--- src/count_timer_pkg.sv ---
package count_timer_pkg;
   localparam int          COUNT_WIDTH   = 16;
   localparam int          PRESCALE_DIV  = 16;
   localparam logic [15:0] COUNT_ZERO    = 16'h0000;
   localparam logic [15:0] COUNT_ONE     = 16'h0001;
   localparam logic [15:0] COUNT_ALL     = 16'hFFFF;
   // mode/source field, auxiliary_control bits 2:0
   localparam int          MODE_FIELD_W  = 3;
   localparam logic [2:0]  CNT_SRC_IN2   = 3'h0;
   localparam logic [2:0]  CNT_SRC_TXA   = 3'h1;
   localparam logic [2:0]  CNT_SRC_TXB   = 3'h2;
   localparam logic [2:0]  CNT_SRC_XT16  = 3'h3;
   localparam logic [2:0]  TMR_SRC_IN2   = 3'h4;
   localparam logic [2:0]  TMR_SRC_IN216 = 3'h5;
   localparam logic [2:0]  TMR_SRC_XT    = 3'h6;
   localparam logic [2:0]  TMR_SRC_XT16  = 3'h7;
   localparam logic [2:0]  MODE_RESET    = TMR_SRC_XT16;
   localparam int          TIMER_BIT     = 2;
endpackage : count_timer_pkg

--- src/dual_mode_count_timer.sv ---
`timescale 1ns/1ps
`default_nettype none
// What this block does
// RULE_01: one 16-bit down counter, counter or timer
// RULE_02: reload from two bytes, 0001 to FFFF
// RULE_03: reset selects free-running timer mode; here reset only sets running, mode follows auxiliary_control
// RULE_04: counter clock from txa, txb, crystal/16, input two
// RULE_05: counter start loads reload and runs
// RULE_06: counter 0001 to 0000 sets ready
// RULE_07: counter wraps to FFFF and continues
// RULE_08: counter reload change waits for start
// RULE_09: counter stop halts and clears ready
// RULE_10: host reads count only while stopped
// RULE_11: terminal count to interrupt or output three
// RULE_12: unit output may drive output three
// RULE_13: timer clock crystal or input two, /1 or /16
// RULE_14: square wave period twice reload times source
// RULE_15: timer runs continuously, cannot be halted
// RULE_16: timer start forces output high, reloads
// RULE_17: timer terminal count inverts output, reloads
// RULE_18: timer ready on every second terminal count
// RULE_19: timer adopts reload at terminal count or start
// RULE_20: timer stop clears ready, keeps running
// RULE_21: host loads and starts before routing output
// RULE_22: three-bit mode/source field, change when idle
// RULE_23: upper byte 15:8, lower byte 7:0
module dual_mode_count_timer #(
   parameter int PRESCALE = count_timer_pkg::PRESCALE_DIV
) (
   input  wire logic       clk,
   input  wire logic       arst_n,
   input  wire logic [7:0] preload_upper_byte,
   input  wire logic [7:0] preload_lower_byte,
   input  wire logic [2:0] auxiliary_control,
   input  wire logic       start_cmd,
   input  wire logic       stop_cmd,
   input  wire logic       crystal_clock_input,
   input  wire logic       general_input_two,
   input  wire logic       tx_clock_a_tick,
   input  wire logic       tx_clock_b_tick,
   input  wire logic       int_enable,
   input  wire logic       route_to_output,
   input  wire logic       route_ready_to_output,
   output logic [7:0]      count_value_upper,
   output logic [7:0]      count_value_lower,
   output logic            ready_flag,
   output logic            int_n,
   output logic            general_output_three,
   output logic            square_wave,
   output logic            square_wave_tick,
   output logic            running
);
   typedef enum logic [1:0] {
      ST_STOPPED = 2'b01,
      ST_RUNNING = 2'b10
   } run_state_e;

   // two-flop synchronisers for the pin inputs
   logic [1:0] xtal_sync;
   logic [1:0] in2_sync;
   logic       xtal_prev;
   logic       in2_prev;
   logic       xtal_tick;
   logic       in2_tick;
   logic       xtal16_tick;
   logic       in216_tick;

   logic [15:0] count;
   logic [15:0] next_count;
   logic [15:0] reload;
   run_state_e  state;
   run_state_e  next_state;
   logic        next_square_wave;
   logic        next_ready_flag;
   logic        half_phase;
   logic        next_half_phase;
   logic        next_wave_tick;
   logic        src_tick;
   logic        timer_mode;
   logic        next_int_n;
   logic        next_out3;
   logic        restart_prescale;

   // reload word from byte pair
   // RULE_02: live reload, rewritable any time
   // RULE_23: byte concatenation order
   assign reload     = {preload_upper_byte, preload_lower_byte};
   assign timer_mode = auxiliary_control[count_timer_pkg::TIMER_BIT];
   assign restart_prescale = start_cmd;

   always_ff @(posedge clk or negedge arst_n) begin
      if (!arst_n) begin
         xtal_sync <= 2'b00;
         in2_sync  <= 2'b00;
         xtal_prev <= 1'b0;
         in2_prev  <= 1'b0;
      end else begin
         xtal_sync <= {xtal_sync[0], crystal_clock_input};
         in2_sync  <= {in2_sync[0], general_input_two};
         xtal_prev <= xtal_sync[1];
         in2_prev  <= in2_sync[1];
      end
   end

   // rising edges of the slow external clocks become enable pulses
   assign xtal_tick = xtal_sync[1] & ~xtal_prev;
   assign in2_tick  = in2_sync[1] & ~in2_prev;

   tick_prescaler #(.DIV(PRESCALE)) u_xtal_div (
      .clk      (clk),
      .arst_n   (arst_n),
      .tick_in  (xtal_tick),
      .restart  (restart_prescale),
      .tick_out (xtal16_tick)
   );

   tick_prescaler #(.DIV(PRESCALE)) u_in2_div (
      .clk      (clk),
      .arst_n   (arst_n),
      .tick_in  (in2_tick),
      .restart  (restart_prescale),
      .tick_out (in216_tick)
   );

   // RULE_22: source decode from mode field
   // RULE_04: counter clock sources
   // RULE_13: timer clock sources
   always_comb begin
      unique case (auxiliary_control)
         count_timer_pkg::CNT_SRC_IN2:   src_tick = in2_tick;
         count_timer_pkg::CNT_SRC_TXA:   src_tick = tx_clock_a_tick;
         count_timer_pkg::CNT_SRC_TXB:   src_tick = tx_clock_b_tick;
         count_timer_pkg::CNT_SRC_XT16:  src_tick = xtal16_tick;
         count_timer_pkg::TMR_SRC_IN2:   src_tick = in2_tick;
         count_timer_pkg::TMR_SRC_IN216: src_tick = in216_tick;
         count_timer_pkg::TMR_SRC_XT:    src_tick = xtal_tick;
         count_timer_pkg::TMR_SRC_XT16:  src_tick = xtal16_tick;
      endcase
   end

   always_comb begin
      next_state       = state;
      next_count       = count;
      next_square_wave = square_wave;
      next_half_phase  = half_phase;
      next_ready_flag  = ready_flag;
      next_wave_tick   = 1'b0;
      if (timer_mode) begin
         // RULE_15: timer never halts
         next_state = ST_RUNNING;
         // RULE_20: stop only clears ready
         if (stop_cmd) begin
            next_ready_flag = 1'b0;
         end
         if (start_cmd) begin
            // RULE_16: abort, output high, reload
            // RULE_19: start adopts new reload
            next_count       = reload;
            next_square_wave = 1'b1;
            next_half_phase  = 1'b0;
         end else if (src_tick) begin
            if (count == count_timer_pkg::COUNT_ONE) begin
               // RULE_17: invert and reload
               // RULE_14: half period equals reload
               next_count       = reload;
               next_square_wave = ~square_wave;
               next_wave_tick   = 1'b1;
               next_half_phase  = ~half_phase;
               // RULE_18: every second terminal count
               if (half_phase) begin
                  next_ready_flag = 1'b1;
               end
            end else begin
               next_count = count - 16'(1);
            end
         end
      end else begin
         // RULE_09: stop halts and clears ready
         if (stop_cmd) begin
            next_state      = ST_STOPPED;
            next_ready_flag = 1'b0;
         end
         if (start_cmd) begin
            // RULE_05: start loads reload
            // RULE_08: reload taken only here
            next_state = ST_RUNNING;
            next_count = reload;
         end else if (state == ST_RUNNING && !stop_cmd && src_tick) begin
            // RULE_07: 0000 wraps to FFFF by subtraction
            next_count = count - 16'(1);
            // RULE_06: terminal count sets ready
            if (count == count_timer_pkg::COUNT_ONE) begin
               next_ready_flag = 1'b1;
            end
         end
      end
   end

   // RULE_11: interrupt and output three
   // RULE_12: unit output onto output three
   always_comb begin
      next_int_n = ~(next_ready_flag & int_enable);
      if (route_ready_to_output) begin
         next_out3 = ~next_ready_flag;
      end else if (route_to_output) begin
         next_out3 = next_square_wave;
      end else begin
         next_out3 = 1'b1;
      end
   end

   // RULE_03: reset enters running state; timer mode only if auxiliary_control selects it
   // RULE_01: single 16-bit down counter
   always_ff @(posedge clk or negedge arst_n) begin
      if (!arst_n) begin
         state                <= ST_RUNNING;
         count                <= count_timer_pkg::COUNT_ALL;
         square_wave          <= 1'b1;
         half_phase           <= 1'b0;
         ready_flag           <= 1'b0;
         square_wave_tick     <= 1'b0;
         int_n                <= 1'b1;
         general_output_three <= 1'b1;
         count_value_upper    <= 8'h00;
         count_value_lower    <= 8'h00;
         running              <= 1'b1;
      end else begin
         state                <= next_state;
         count                <= next_count;
         square_wave          <= next_square_wave;
         half_phase           <= next_half_phase;
         ready_flag           <= next_ready_flag;
         square_wave_tick     <= next_wave_tick;
         int_n                <= next_int_n;
         general_output_three <= next_out3;
         // RULE_10: host byte views of count
         count_value_upper    <= next_count[15:8];
         count_value_lower    <= next_count[7:0];
         running              <= (next_state == ST_RUNNING);
      end
   end

   property p_start_loads;
      @(posedge clk) disable iff (!arst_n)
      start_cmd |=> (count == $past(reload));
   endproperty
   a_start_loads: assert property (p_start_loads) else $error("start did not load reload"); // RULE_05

   property p_timer_start_high;
      @(posedge clk) disable iff (!arst_n)
      (start_cmd && timer_mode) |=> square_wave;
   endproperty
   a_timer_start_high: assert property (p_timer_start_high) else $error("start not high"); // RULE_16

   property p_stop_clears;
      @(posedge clk) disable iff (!arst_n)
      (stop_cmd && !(next_wave_tick && half_phase)) |=> !ready_flag;
   endproperty
   a_stop_clears: assert property (p_stop_clears) else $error("stop kept ready"); // RULE_09

   property p_counter_stop_holds;
      @(posedge clk) disable iff (!arst_n)
      (!timer_mode && state == ST_STOPPED && !start_cmd) |=> $stable(count);
   endproperty
   a_counter_stop_holds: assert property (p_counter_stop_holds) else $error("stopped count moved"); // RULE_09

   property p_counter_wrap;
      @(posedge clk) disable iff (!arst_n)
      (!timer_mode && state == ST_RUNNING && !start_cmd && !stop_cmd && src_tick
       && count == count_timer_pkg::COUNT_ZERO) |=> count == count_timer_pkg::COUNT_ALL;
   endproperty
   a_counter_wrap: assert property (p_counter_wrap) else $error("no wrap to FFFF"); // RULE_07

   property p_counter_tc;
      @(posedge clk) disable iff (!arst_n)
      (!timer_mode && state == ST_RUNNING && !start_cmd && !stop_cmd && src_tick
       && count == count_timer_pkg::COUNT_ONE) |=> ready_flag;
   endproperty
   a_counter_tc: assert property (p_counter_tc) else $error("terminal count lost"); // RULE_06

   property p_timer_toggle;
      @(posedge clk) disable iff (!arst_n)
      (timer_mode && !start_cmd && src_tick && count == count_timer_pkg::COUNT_ONE)
      |=> (square_wave != $past(square_wave)) && count == $past(reload);
   endproperty
   a_timer_toggle: assert property (p_timer_toggle) else $error("timer no toggle"); // RULE_17

   property p_timer_running;
      @(posedge clk) disable iff (!arst_n)
      timer_mode |=> state == ST_RUNNING;
   endproperty
   a_timer_running: assert property (p_timer_running) else $error("timer halted"); // RULE_15

   property p_int_follow;
      @(posedge clk) disable iff (!arst_n)
      (next_ready_flag && int_enable) |=> !int_n;
   endproperty
   a_int_follow: assert property (p_int_follow) else $error("int not asserted"); // RULE_11
endmodule : dual_mode_count_timer
`default_nettype wire

--- src/tick_prescaler.sv ---
`timescale 1ns/1ps
`default_nettype none
// divides a stream of one-cycle ticks by a fixed ratio
module tick_prescaler #(
   parameter int DIV = 16
) (
   input  wire logic clk,
   input  wire logic arst_n,
   input  wire logic tick_in,
   input  wire logic restart,
   output logic      tick_out
);
   localparam int W = $clog2(DIV);
   logic [W-1:0] cnt;
   logic [W-1:0] next_cnt;
   logic         next_tick_out;

   always_comb begin
      next_cnt      = cnt;
      next_tick_out = 1'b0;
      if (restart) begin
         next_cnt = '0;
      end else if (tick_in) begin
         if (cnt == W'(DIV - 1)) begin
            next_cnt      = '0;
            next_tick_out = 1'b1;
         end else begin
            next_cnt = cnt + W'(1);
         end
      end
   end

   always_ff @(posedge clk or negedge arst_n) begin
      if (!arst_n) begin
         cnt      <= '0;
         tick_out <= 1'b0;
      end else begin
         cnt      <= next_cnt;
         tick_out <= next_tick_out;
      end
   end
endmodule : tick_prescaler
`default_nettype wire

--- config.mk ---
export PLATFORM = sky130hd
export DESIGN_NAME = dual_mode_count_timer
export DESIGN_NICKNAME = d
export VERILOG_FILES = /design/src/count_timer_pkg.sv /design/src/dual_mode_count_timer.sv /design/src/tick_prescaler.sv
export SDC_FILE = /design/constraint.sdc
export NUM_CORES = 1
export LEC_CHECK = 0
export ABC_AREA = 1
export BUFFER_PORTS_ARGS = -buffer_cell sky130_fd_sc_hd__buf_4
export CORE_MARGIN = 8
export CORE_UTILIZATION = 35
export CTS_BUF_LIST = sky130_fd_sc_hd__clkbuf_4 sky130_fd_sc_hd__clkbuf_8 sky130_fd_sc_hd__clkbuf_16
export CTS_CLUSTER_DIAMETER = 40
export DETAILED_ROUTE_END_ITERATION = 12
export PLACE_DENSITY = 0.51
export SLEW_MARGIN = 20
export SYNTH_ARGS = -nofsm -noshare
export SYNTH_HDL_FRONTEND = slang
export SYNTH_HIERARCHICAL = 1
export SYNTH_SLANG_ARGS = --single-unit
--- constraint.sdc ---
create_clock -name clk -period 5.5 [get_ports clk]
set_clock_uncertainty 0.1 [all_clocks]
set_input_delay 0.825 -clock clk [delete_from_list [all_inputs] [get_ports clk]]
set_output_delay 0.825 -clock clk [all_outputs]
set_load 0.05 [all_outputs]
==> impl_metrics.csv <==
group,metric,value,unit
global_routing,antenna_found_initial,0,
worst_setup_path,rr_endpoint,"count_value_lower[2]",
route,first_pass_iters,4,
worst_setup_path,cp_data_arrival_time,2.42,ns
run_status,status,"completed",
logic_synthesis,synth_cell_types,35,
logic_synthesis,synth_most_common_cell,"nand2_1",
logic_synthesis,synth_compound_area_share,8.70,%
global_routing,grt_max_degree,58,
final_layout,drive_gt1_share,26.5,%
worst_setup_path,worst_path_most_repeated_cell,"nand2_1",
global_routing,grt_pass1_wl,14.4,mm
timing,rsz0062_at_grt,"false",
logic_synthesis,synth_xor_area_share,2.39,%
worst_setup_path,critical_path_buf_inv_count,3,
logic_synthesis,synth_top_area_share,27.3,%
hold_path,worst_hold_path.endpoint,"in2_sync[1]",
worst_setup_path,required,5.62,ns
logic_synthesis,synthAdderAreaFrac,1.52,%
placed_design,hpwl,6.02,mm
logic_synthesis,synthCells,423,
timing,period_share,41.9,%
logic_synthesis,yosysTopAreaCell,"dfrtp_1",
timing,setup_violations,0,
timing,fmax,0.434,GHz
final_layout,ff_latch_area,1450,sq um
worst_setup_path,rrSetupSlack,3.39,ns
clock_network,cts_tree,"yes",
pwr,power_density,304,nW/um^2
worst_setup_path,worstPathMaxFanout,29,
logic_synthesis,yosys-top-cells-count,"122 x nand2_1, 47 x nand3_1, 41 x nor2_1, 39 x inv_1, 36 x dfrtp_1",
final_layout,multi_input_area,1600,sq um
pwr,ir_drop,0.000163,V
final_layout,n_antenna_cell,0,
worst_setup_path,r2r_start,"xtal_sync[1]",
logic_synthesis,synth_warnings,6,
worst_setup_path,crit_type,"input port to flop",
hold_path,hold_class,"flop to flop",
timing,tightest_slew,0.698,ns
clock_network,htree_levels,3,
logic_synthesis,synthFlopType,"dfrtp_1",
logic_synthesis,ys_ff_latch,57,
logic_synthesis,synth_area_leaders,"dfrtp_1 27%, dfstp_2 17%, nand2_1 14%",
clock_network,clock_path_buffers,2,
logic_synthesis,yosys.area_share.simple,35.9,%
route,wl_per_cell,14.1,um
clock_network,clock_latency,0.34,ns
logic_synthesis,synthArstFlopShare,100,%
clock_network,cts_buffers,9,
global_routing,grt_pass1_vias,3067,
worst_setup_path,critPathMaxStageDelay,0.40,ns
logic_synthesis,syn-num-nets,457,
logic_synthesis,yosysSeqAreaShare,44.1,%
floorplan,io_pins,52,
pwr,total_power,1200,uW
flow_run,max_cap_viol_count,0,
logic_synthesis,synth_top_family_by_area,"simple AND/OR/NAND/NOR gates",
placed_design,port_buffers,51,
final_layout,fin_area,3960,sq um
clock_network,cts_setup_buffers,0,
route,drt-total-wl,8.34,mm
worst_setup_path,end_kind,"flop",
hold_path,hold_path_depth,0,
timing,hold_violations,0,
route,drc,0,
logic_synthesis,synth_edf_count,0,
final_layout,area_growth,20.2,%
timing,timing.setup.tns,0,ns
worst_setup_path,ff2ff_path_depth,12,
route,routed-via-count,2888,
logic_synthesis,synth_area_per_cell,7.79,sq um
placed_design,gp_congestion,0.833,
pwr,leakagePower,0.00195,uW
route,ant_nets,0,
worst_setup_path,slowest_stage,"nand2_4",
worst_setup_path,start_kind,"input port",
global_routing,grt_use_total,14.1,%
route,via_per_inst,4.89,
global_routing,overflow,0,
floorplan,initial_utilization,35.8,%
clock_network,ctsResizeCount,0,
timing,slew_headroom,53.4,%
final_layout,n_fill_cell,946,
worst_setup_path,worstPathCellList,"buf_4 -> inv_2 -> nor2_2 -> nand2_1 -> nand2_1 -> nand2_2 -> nand3_4 -> nand2_4 -> inv_1 -> nand2_1 -> nand3_1 -> nand3_1 -> nand2_1",
route,drt-initial-drc-count,156,
floorplan,die_w,113,um
clock_network,clkSinkCount,57,
timing,min_period,2.30,ns
final_layout,final_net_count,509,
clock_network,clk_pin_slew,0.07,ns
floorplan,dieArea,12800,sq um
clock_network,cts_hold_buf,0,
clock_network,cts_root_buffer,"clkbuf_8",
timing,drv_slew,0,
floorplan,rows,35,
floorplan,coreArea,9200,sq um
logic_synthesis,netlist_area,3290,sq um
worst_setup_path,crit_family,"simple AND/OR/NAND/NOR gates",
logic_synthesis,synthMuxAreaShare,0,%
floorplan,die_h,113,um
hold_path,hp-start,"in2_sync[0]",
placed_design,postPlaceCellArea,3730,sq um
==> final cells by class <==
cell class	instances	area share (%)
inverters	43	4.08
flip-flops and latches	57	36.7
multi-input cells	313	40.4
clock buffers	11	3.67
repair buffers	51	9.67
clock inverters	5	1.99
well taps	111	3.51
==> worst reg2reg max path, cell delays in order (launching register included) <==
cell,delay (ns)
dfrtp_1,0.38
inv_1,0.07
nor2_2,0.06
nand2_1,0.06
nand2_1,0.08
nand2_2,0.09
nand3_4,0.28
nand2_4,0.40
inv_1,0.15
nand2_1,0.09
nand3_1,0.07
nand3_1,0.08
nand2_1,0.08
==> sequential cells by signal (all words and copies together), names as in the netlist, 2 cells and up <==
signal             count
count                 16
count_value_lower      8
count_value_upper      8
u_in2_div/cnt          4
u_xtal_div/cnt         4
in2_sync               2
state                  2
xtal_sync              2
==> per-stage QoR <==
step	setup slack (ns)	hold WS, ns	std cells	util, %
2_1_floorplan	3.52	0.231	423	-
5_1_grt	3.05	0.263	591	43.0
6_report	3.20	0.252	591	43.0
4_1_cts	3.08	0.254	591	43.0
3_3_place_gp	2.80	0.236	575	40.6
3_5_place_dp	2.72	0.236	575	40.6
==> how the worst max path moves through the flow <==
stage                         start                    to  depth (start not counted)
2_1_floorplan  auxiliary_control[1]  count_value_lower[3]                         11
3_3_place_gp              start_cmd            half_phase                          4
3_5_place_dp              start_cmd            half_phase                          4
4_1_cts                   start_cmd            half_phase                          4
5_1_grt        auxiliary_control[1]  count_value_lower[2]                         13
6_report       auxiliary_control[1]  count_value_lower[2]                         13
==> layer usage <==
| layer | vias to the layer above | global-route usage, % | wire [um] | share of wire (%) |
|---|---|---|---|---|
| met3 | 10 | 4.05 | 383 | 4.6 |
| met5 | - | 0 | 0 | 0 |
| li1 | 1468 | - | - | - |
| met4 | 0 | 5.95 | 112 | 1.3 |
| met2 | 53 | 22.7 | 3880 | 47 |
| met1 | 1357 | 17.3 | 3960 | 47 |
==> power breakdown <==
| group | switching (uW) | internal (uW) | leakage (uW) |
|---|---|---|---|
| registers | 29.9 | 465 | 0.000678 |
| logic | 180 | 82.1 | 0.00116 |
| clock network | 173 | 272 | 0.000117 |
| total | 383 | 819 | 0.00195 |
==> logic make-up (layout without fill, tap and decap cells) <==
family	after synthesis	after routing
fa+ha+maj	4	4
simple gates	251	251
xor+xnor	9	9
flops	57	57
compound gates	49	49
buf+inv	53	110
==> cell usage in the layout, fill, tap and decap left out, types with 2 or more instances in the layout <==
| master | count |
|---|---|
| nand2_1 | 122 |
| inv_1 | 39 |
| nand3_1 | 47 |
| a21oi_2 | 6 |
| nor3b_1 | 2 |
| clkbuf_8 | 10 |
| ha_1 | 4 |
| bufinv_16 | 2 |
| nand4_1 | 8 |
| clkinv_2 | 2 |
| nand3_2 | 7 |
| nand2_2 | 5 |
| a21oi_1 | 11 |
| o21ai_0 | 18 |
| nand2_4 | 2 |
| nor2_1 | 40 |
| a22o_1 | 2 |
| nor2_2 | 9 |
| xor2_1 | 9 |
| dfrtp_1 | 36 |
| buf_4 | 51 |
| o21ai_1 | 10 |
| dfstp_2 | 21 |
| nor2_4 | 3 |
| inv_2 | 4 |
| nor3_1 | 2 |
No activity file was read; power rests on OpenSTA's default activity.
